<file path="config.mk">
export PLATFORM = sky130hd
export DESIGN_NAME = ads_diag_regs
export DESIGN_NICKNAME = d
export VERILOG_FILES = /design/src/ads_pkg.sv /design/src/ads_tally.sv /design/src/ads_fuse_check.sv /design/src/ads_diag_regs.sv
export SDC_FILE = /design/constraint.sdc
export NUM_CORES = 1
export LEC_CHECK = 0
export ABC_AREA = 1
export BUFFER_PORTS_ARGS = -buffer_cell sky130_fd_sc_hd__clkbuf_2
export CAP_MARGIN = 20
export CORE_MARGIN = 2
export CORE_UTILIZATION = 55
export DETAILED_ROUTE_END_ITERATION = 10
export PLACE_DENSITY = 0.78
export SLEW_MARGIN = 10
export SYNTH_ARGS = -nofsm -noshare
export SYNTH_HDL_FRONTEND = slang
export SYNTH_HIERARCHICAL = 1
export SYNTH_SLANG_ARGS = --single-unit
</file>
<file path="constraint.sdc">
create_clock -name mclk -period 2.4 [get_ports mclk]
set_input_delay 0.24 -clock mclk [delete_from_list [all_inputs] [get_ports mclk]]
set_output_delay 0.24 -clock mclk [all_outputs]
set_load 0.05 [all_outputs]
</file>
<file path="src/ads_pkg.sv">
package ads_pkg;

  localparam int DATA_W = 32;
  localparam int ADDR_W = 12;
  localparam int CHANNELS = 4;

  // printed register numbers are indices; byte address is four times the index
  localparam logic [7:0] IDX_TALLY    = 8'h3F;
  localparam logic [7:0] IDX_RANGE    = 8'h40;
  localparam logic [7:0] IDX_READY    = 8'h41;
  localparam logic [7:0] IDX_FAULT    = 8'h42;
  localparam logic [7:0] IDX_CTRL     = 8'h50;
  localparam logic [7:0] IDX_IRQ_STAT = 8'h51;
  localparam logic [7:0] IDX_IRQ_MASK = 8'h52;

  // control register fields
  localparam int CTRL_TALLY_EN = 0;
  localparam int CTRL_FUSE_EN  = 1;
  localparam int CTRL_W        = 2;

  // internal fault register fields
  localparam int FAULT_FUSE_BIT  = 2;
  localparam int FAULT_SHIFT_BIT = 3;

  // interrupt status and mask fields
  localparam int IRQ_TALLY_DONE = 0;
  localparam int IRQ_RANGE      = 1;
  localparam int IRQ_READY      = 2;
  localparam int IRQ_SHIFT      = 3;
  localparam int IRQ_FUSE       = 4;
  localparam int IRQ_W          = 5;

  localparam logic [CTRL_W-1:0] RST_CTRL = 2'h0;
  localparam logic [IRQ_W-1:0]  RST_MASK = 5'h00;
  localparam logic [IRQ_W-1:0]  RST_STAT = 5'h00;
  localparam logic [7:0]        RST_FLAGS = 8'h00;

  // timing counts in master clock cycles, plus the tally limit and fuse CRC constants
  localparam logic [15:0] TALLY_PRESCALE_CYCLES = 16'd12000;
  localparam logic [7:0]  TALLY_MAX             = 8'hFF;
  localparam logic [9:0]  FUSE_CHECK_CYCLES     = 10'd1000;
  localparam logic [7:0]  FUSE_CRC_POLY         = 8'h07;
  localparam logic [7:0]  FUSE_CRC_INIT         = 8'hFF;

  typedef enum logic [1:0]
  {
    ADS_TALLY_IDLE = 2'b00,
    ADS_TALLY_RUN  = 2'b01,
    ADS_TALLY_FULL = 2'b10
  } ads_tally_e;

  typedef struct packed
  {
    logic                  pready;
    logic                  pslverr;
    logic [DATA_W-1:0]     prdata;
    logic [CTRL_W-1:0]     ctrl;
    logic [IRQ_W-1:0]      irqStat;
    logic [IRQ_W-1:0]      irqMask;
    logic                  irq;
    logic [CHANNELS-1:0]   rangeFault;
    logic [CHANNELS-1:0]   filterReady;
    logic                  shiftSlow;
    logic                  fusePrev;
  } ads_top_s;

endpackage

</file>
<file path="src/ads_tally.sv">
`timescale 1ns/100ps
module ads_tally
  import ads_pkg::*;
#(
  parameter logic [15:0] PRESCALE = ads_pkg::TALLY_PRESCALE_CYCLES
)
(
  input  wire logic       mclk,
  input  wire logic       rst_n,
  input  wire logic       enable,
  output logic [7:0]      count,
  output logic            done
);

  typedef struct packed
  {
    ads_tally_e  state;
    logic [15:0] prescale;
    logic [7:0]  count;
    logic        enPrev;
    logic        done;
  } ads_tally_s;

  ads_tally_s s;
  ads_tally_s next_s;

  always_comb
  begin
    next_s        = s;
    next_s.done   = 1'b0;
    next_s.enPrev = enable;
    case (s.state)
      ADS_TALLY_IDLE:
      begin
        // a fresh run needs a new rising edge of the enable
        if (enable && !s.enPrev)
        begin
          next_s.count    = 8'h00;
          next_s.prescale = 16'h0000;
          next_s.state    = ADS_TALLY_RUN;
        end
      end
      ADS_TALLY_RUN:
      begin
        if (!enable)
        begin
          next_s.state = ADS_TALLY_IDLE;
        end
        else if (s.prescale == PRESCALE - 16'd1)
        begin
          next_s.prescale = 16'h0000;
          next_s.count    = s.count + 8'h01;
          if (s.count + 8'h01 == TALLY_MAX)
          begin
            next_s.state = ADS_TALLY_FULL;
            next_s.done  = 1'b1;
          end
        end
        else
        begin
          next_s.prescale = s.prescale + 16'd1;
        end
      end
      ADS_TALLY_FULL:
      begin
        if (!enable)
        begin
          next_s.state = ADS_TALLY_IDLE;
        end
      end
      default:
      begin
        next_s.state = ADS_TALLY_IDLE;
      end
    endcase
  end

  always_ff @(posedge mclk or negedge rst_n)
  begin
    if (!rst_n)
    begin
      s <= '{ADS_TALLY_IDLE, 16'h0000, 8'h00, 1'b0, 1'b0};
    end
    else
    begin
      s <= next_s;
    end
  end

  assign count = s.count;
  assign done  = s.done;

endmodule

</file>
<file path="src/ads_fuse_check.sv">
`timescale 1ns/100ps
module ads_fuse_check
  import ads_pkg::*;
(
  input  wire logic        mclk,
  input  wire logic        rst_n,
  input  wire logic        enable,
  input  wire logic [31:0] fuseData,
  output logic             fuseError
);

  typedef struct packed
  {
    logic       enPrev;
    logic [7:0] refCrc;
    logic [9:0] timer;
    logic       error;
  } ads_fuse_s;

  ads_fuse_s s;
  ads_fuse_s next_s;

  function automatic logic [7:0] crc8(input logic [31:0] word);
    logic [7:0] c;
    c = FUSE_CRC_INIT;
    for (int i = 31; i >= 0; i--)
    begin
      if (c[7] ^ word[i])
        c = {c[6:0], 1'b0} ^ FUSE_CRC_POLY;
      else
        c = {c[6:0], 1'b0};
    end
    return c;
  endfunction

  always_comb
  begin
    next_s        = s;
    next_s.enPrev = enable;
    if (enable && !s.enPrev)
    begin
      // arm: take the reference and start clean
      next_s.refCrc = crc8(fuseData);
      next_s.timer  = 10'd0;
      next_s.error  = 1'b0;
    end
    else if (enable)
    begin
      if (s.timer == FUSE_CHECK_CYCLES - 10'd1)
      begin
        next_s.timer = 10'd0;
        if (crc8(fuseData) != s.refCrc)
        begin
          next_s.error = 1'b1;
        end
      end
      else
      begin
        next_s.timer = s.timer + 10'd1;
      end
    end
  end

  always_ff @(posedge mclk or negedge rst_n)
  begin
    if (!rst_n)
    begin
      s <= '{1'b0, 8'h00, 10'd0, 1'b0};
    end
    else
    begin
      s <= next_s;
    end
  end

  assign fuseError = s.error;

endmodule

</file>
<file path="src/ads_diag_regs.sv">
// Local design decision: the APB interface to the registers.
`timescale 1ns/100ps
// Contract
// - An 8-bit read-only tally advances by one every 12,000 master clock cycles.
// - The tally starts when its enable bit is set and stops once it reaches 255.
// - Software reads the tally value in bits 7 to 0.
// - Bits 3..0 of the filter overflow register show each channel's filter range fault.
// - Bits 3..0 of the filter settled register show each channel's filter ready state.
// - Bit 3 of the internal fault register is set when the shift clock is too slow.
// - With fuse checking on, a fuse CRC change sets bit 2 of the internal fault register.
module ads_diag_regs
  import ads_pkg::*;
#(
  parameter logic [15:0] TALLY_PRESCALE = ads_pkg::TALLY_PRESCALE_CYCLES
)
(
  input  wire logic                          mclk,
  input  wire logic                          rst_n,
  input  wire logic                          psel,
  input  wire logic                          penable,
  input  wire logic                          pwrite,
  input  wire logic [ads_pkg::ADDR_W-1:0]    paddr,
  input  wire logic [ads_pkg::DATA_W-1:0]    pwdata,
  input  wire logic [3:0]                    pstrb,
  output logic      [ads_pkg::DATA_W-1:0]    prdata,
  output logic                               pready,
  output logic                               pslverr,
  input  wire logic [ads_pkg::CHANNELS-1:0]  filterRangeFault,
  input  wire logic [ads_pkg::CHANNELS-1:0]  filterReady,
  input  wire logic [7:0]                    shiftClockDivide,
  input  wire logic [9:0]                    frameBitCount,
  input  wire logic [15:0]                   framePeriodCycles,
  input  wire logic [31:0]                   fuseData,
  output logic                               irq
);

  ads_top_s s;
  ads_top_s next_s;

  logic [7:0] tallyCount;
  logic       tallyDone;
  logic       fuseError;

  logic                 mapped;
  logic [7:0]           regIdx;
  logic [DATA_W-1:0]    readWord;
  logic [IRQ_W-1:0]     events;
  logic [IRQ_W-1:0]     clearBits;
  logic                 accessDone;
  logic                 shiftSlowNow;

  function automatic logic isMapped(input logic [ADDR_W-1:0] addr);
    logic [7:0] idx;
    idx = addr[9:2];
    isMapped = (addr[1:0] == 2'b00) && (addr[ADDR_W-1:10] == '0) &&
               (idx == IDX_TALLY || idx == IDX_RANGE || idx == IDX_READY ||
                idx == IDX_FAULT || idx == IDX_CTRL || idx == IDX_IRQ_STAT ||
                idx == IDX_IRQ_MASK);
  endfunction

  // a frame needs divide * bits master cycles; it must fit in one output period
  function automatic logic frameTooLong(input logic [7:0]  divide,
                                        input logic [9:0]  bits,
                                        input logic [15:0] period);
    logic [17:0] need;
    need = 18'(divide * bits);
    frameTooLong = need > {2'b00, period};
  endfunction

  ads_tally #(
    .PRESCALE (TALLY_PRESCALE)
  ) uTally (
    .mclk   (mclk),
    .rst_n  (rst_n),
    .enable (s.ctrl[CTRL_TALLY_EN]),
    .count  (tallyCount),
    .done   (tallyDone)
  );

  ads_fuse_check uFuse (
    .mclk      (mclk),
    .rst_n     (rst_n),
    .enable    (s.ctrl[CTRL_FUSE_EN]),
    .fuseData  (fuseData),
    .fuseError (fuseError)
  );

  always_comb
  begin
    regIdx       = paddr[9:2];
    mapped       = isMapped(paddr);
    shiftSlowNow = frameTooLong(shiftClockDivide, frameBitCount, framePeriodCycles);
    readWord     = '0;
    case (regIdx)
      IDX_TALLY:
      begin
        readWord[7:0] = tallyCount;
      end
      IDX_RANGE:
      begin
        readWord[CHANNELS-1:0] = s.rangeFault;
      end
      IDX_READY:
      begin
        readWord[CHANNELS-1:0] = s.filterReady;
      end
      IDX_FAULT:
      begin
        readWord[FAULT_SHIFT_BIT] = s.shiftSlow;
        readWord[FAULT_FUSE_BIT]  = fuseError;
      end
      IDX_CTRL:
      begin
        readWord[CTRL_W-1:0] = s.ctrl;
      end
      IDX_IRQ_STAT:
      begin
        readWord[IRQ_W-1:0] = s.irqStat;
      end
      IDX_IRQ_MASK:
      begin
        readWord[IRQ_W-1:0] = s.irqMask;
      end
      default:
      begin
        readWord = '0;
      end
    endcase
  end

  always_comb
  begin
    next_s = s;
    next_s.fusePrev    = fuseError;
    next_s.rangeFault  = filterRangeFault;
    next_s.filterReady = filterReady;
    next_s.shiftSlow   = shiftSlowNow;

    // one wait state keeps prdata, pready and pslverr straight from flops
    next_s.pready  = 1'b0;
    // error response stands only with its pready pulse
    next_s.pslverr = 1'b0;
    accessDone     = psel && penable && s.pready;
    if (psel && penable && !s.pready)
    begin
      next_s.pready  = 1'b1;
      next_s.pslverr = !mapped;
      next_s.prdata  = (pwrite || !mapped) ? '0 : readWord;
    end

    // only bits actually returned are cleared, so a late event is never lost
    clearBits = '0;
    if (accessDone && !pwrite && !s.pslverr && regIdx == IDX_IRQ_STAT)
    begin
      clearBits = s.prdata[IRQ_W-1:0];
    end

    // flag registers are read-only: writes there fall through untouched
    if (accessDone && pwrite && !s.pslverr && pstrb[0])
    begin
      case (regIdx)
        IDX_CTRL:
        begin
          next_s.ctrl = pwdata[CTRL_W-1:0];
        end
        IDX_IRQ_MASK:
        begin
          next_s.irqMask = pwdata[IRQ_W-1:0];
        end
        default:
        begin
          next_s.ctrl = s.ctrl;
        end
      endcase
    end

    events                 = '0;
    events[IRQ_TALLY_DONE] = tallyDone;
    events[IRQ_RANGE]      = |(filterRangeFault & ~s.rangeFault);
    events[IRQ_READY]      = |(filterReady & ~s.filterReady);
    events[IRQ_SHIFT]      = shiftSlowNow && !s.shiftSlow;
    events[IRQ_FUSE]       = fuseError && !s.fusePrev;

    // set wins over the read clear
    next_s.irqStat = (s.irqStat & ~clearBits) | events;
    next_s.irq     = |(next_s.irqStat & next_s.irqMask);
  end

  always_ff @(posedge mclk or negedge rst_n)
  begin
    if (!rst_n)
    begin
      s.pready      <= 1'b0;
      s.pslverr     <= 1'b0;
      s.prdata      <= '0;
      s.ctrl        <= RST_CTRL;
      s.irqStat     <= RST_STAT;
      s.irqMask     <= RST_MASK;
      s.irq         <= 1'b0;
      s.rangeFault  <= RST_FLAGS[CHANNELS-1:0];
      s.filterReady <= RST_FLAGS[CHANNELS-1:0];
      s.shiftSlow   <= 1'b0;
      s.fusePrev    <= 1'b0;
    end
    else
    begin
      s <= next_s;
    end
  end

  assign prdata  = s.prdata;
  assign pready  = s.pready;
  assign pslverr = s.pslverr;
  assign irq     = s.irq;

endmodule

</file>
==> results.py <==
metrics = {
    "yosys": {
        "avgSynthCellArea_um2": 6.50,
        "yosys-top-cells-area": "dfrtp_1 22%, nand2_1 19%, inv_1 11%, fa_1 10%, ha_1 7.8%",
        "synthFlopType": "dfrtp_1",
        "synth.distinct_cells": 49,
        "yosys_register_bits": 81,
        "synth-seq-area-share": 0.217,
        "synth-xor-area-share": 0.0262,
        "synthMuxAreaShare": 0,
        "synth_fa_ha_area_frac": 0.180,
        "postSynthCellCount": 1441,
        "synthSimpleGateAreaFrac": 0.370,
        "yosysMostFrequentCell": "nand2_1",
        "synth_compound_area_frac": 0.0476,
        "async_flop_share": 1.00,
        "synth_top_family_by_area": "simple AND/OR/NAND/NOR gates",
        "synth_top_area_frac": 0.217,
        "synth_common_cells": "484 x nand2_1, 278 x inv_1, 132 x nand3_1",
        "yosys_warnings": 6,
        "synth_edf_count": 0,
        "synth_area_um2": 9360,
        "yosys.area.top_type": "dfrtp_1",
    },
    "grt": {
        "grt-busiest-layer": "met2",
        "grt_max_degree": 46,
        "antenna_found_initial": 2,
        "grtUsageMet1": 0.323,
        "grt_pass1_wl_um": 37200,
        "use_met2": 0.435,
        "use_met3": 0.0428,
        "grt-ovfl-total": 0,
        "grt.total_usage": 0.247,
        "grt_pass1_vias": 8575,
    },
    "floorplanning": {
        "dieArea_um2": 18100,
        "die-height_um": 134,
        "rows": 47,
        "initial_core_util": 0.564,
        "die_w_um": 134,
        "ios": 162,
        "coreArea_um2": 16600,
    },
    "clock_network": {
        "cts_max_level": 3,
        "numCtsBuffers": 9,
        "worstSkewPairLatency_ns": 0.34,
        "tritoncts": "built",
        "cts-root-buf": "clkbuf_16",
        "clk_path_buf_depth": 2,
        "cts.clk_slew.worst_paths_ns": 0.07,
        "clock-sinks": 81,
    },
    "setup_path": {
        "cp_common_cell": "nand2_1",
        "crit_path_start_kind": "input port",
        "path_class": "in -> reg",
        "arrival_ns": 4.73,
        "crit_fanout": 6,
        "startpoint": "frameBitCount[1]",
        "required_ns": 2.63,
        "crit_slowest_cell": "fa_1",
        "cp_slowest_stage_delay_ns": 0.55,
        "timing.rr.start": "s[22]",
        "endpoint_kind": "flip-flop",
    },
    "sta": {
        "clock.fmax_ghz": 0.222,
        "fin_setup_tns_ns": -6.01,
        "slew_headroom": 0.569,
        "setup_viol": 3,
        "fin_skew_ns": 0.00931,
        "rsz0062_at_grt": "true",
        "min_period_over_period": 1.88,
        "maxSlewViolCount": 0,
        "hold_viol_final": 0,
        "min_period_ns": 4.50,
        "worstMarginPinSlew_ns": 0.642,
        "setup_ws_ns": -2.10,
    },
    "power_and_ir_drop": {
        "power_uw": 8350,
        "cellPowerDensity_nw_per_um2": 724,
        "vdd_drop_max_v": 0.000616,
        "leakage_uw": 0.00674,
    },
    "run_status": {
        "violations": "setup timing",
        "status": "finished with violations",
    },
    "hold_path": {
        "hp-class": "in -> reg",
        "min-delay-start": "filterReady[0]",
    },
    "placement": {
        "hpwl_um": 17800,
        "io_buffers": 107,
        "place.gp.congestion": 0.977,
    },
    "routing": {
        "ant_nets": 0,
        "post-route-drc-count": 0,
        "wl_um": 22500,
        "dr.first_iter.drc_count": 574,
        "vias": 9247,
        "wl_per_cell_um": 12.4,
        "drt_pre_antenna_iters": 6,
        "vias_per_cell": 5.09,
    },
    "final_layout": {
        "layout.nets": 1825,
        "drive_above_1_share": 0.248,
        "diodes": 0,
        "syn_to_final_growth_pct": 23.1,
    },
    "job": {
        "drv_cap": 0,
    },
}
## flip-flops by register name, indices dropped and copies added, names as in the netlist
name,cells
uFuse/fuseError,1
prdata,8
uTally/s,19
uFuse/s,19
uTally/done,1
uTally/count,8
pslverr,1
s,22
pready,1
irq,1
## worst max-delay path: cells and delay by family
family / cells / cell delay (ns)
AO/OA/AOI/OAI: 3 / 0.38
XOR/XNOR: 1 / 0.14
adder cells (fa/ha/maj): 6 / 2.66
buffers and inverters: 5 / 0.30
AND/OR/NAND/NOR: 14 / 1.00
## where the power goes
part | internal, uW | switching [uW]
Sequential | 1390 | 13.9
Clock | 931 | 585
Combinational | 2400 | 3020
## area by class of cell
| cell class | instances | area (um^2) |
|---|---|---|
| clock buffers | 9 | 225 |
| repair buffers | 181 | 1240 |
| inverters | 288 | 1090 |
| multi-input cells | 1031 | 6560 |
| fillers | 1408 | 5060 |
| flip-flops and latches | 81 | 2030 |
| clock inverters | 7 | 106 |
| well taps | 220 | 275 |
## per-layer routing
metal / vias up / part of all wire
li1: 4659 / -
met1: 4293 / 0.43
met2: 252 / 0.50
met3: 39 / 0.058
met4: 4 / 0.013
met5: - / 0.0014
## layout by cell type (no fill, tap or decap), types with 45 or more instances in the layout
cell,n
ha_1,52
buf_4,75
nand3_1,114
inv_1,264
dfrtp_1,81
nand2_1,401
nor2_1,86
nand2_2,86
clkbuf_2,89
fa_1,45
## metrics by stage
step                 util  instance area [um^2]  setup WS, ns  std cells  hold slack [ns]
floorplan               -                  9720         -2.19       1464          -0.0556
global placement    0.634                 10500         -2.48       1797            0.280
detailed placement  0.634                 10500         -2.61       1797            0.280
CTS                 0.664                 11000         -2.04       1814           0.0150
global route        0.695                 11500         -2.37       1817          0.00953
finish              0.695                 11500         -2.10       1817           0.0215
## path summary, 6_finish.rpt
path,to,slack [ns],depth (start not counted)
min,s[2],0.02,1
min in group asynchronous,prdata[2],0.44,2
max reg2reg,uFuse/s[6],0.49,7
min reg2reg,s[20],0.43,1
max in group asynchronous,uFuse/s[16],1.29,3
max,irq,-2.10,29
## repair_timing
action	CTS	global route
hold buffers	1	0
setup buffers	0	3
pin swaps	31	50
endpoints found under the setup margin	3	5
gates resized for setup	34	158
hold endpoints to repair	43	0
## cell families after synthesis
family,after synthesis
flip-flops,81
AO/OA/AOI/OAI,77
XOR/XNOR,28
buffers and inverters,352
adder cells (fa/ha/maj),106
other,1
AND/OR/NAND/NOR,796
No activity file was read; power rests on OpenSTA's default activity.
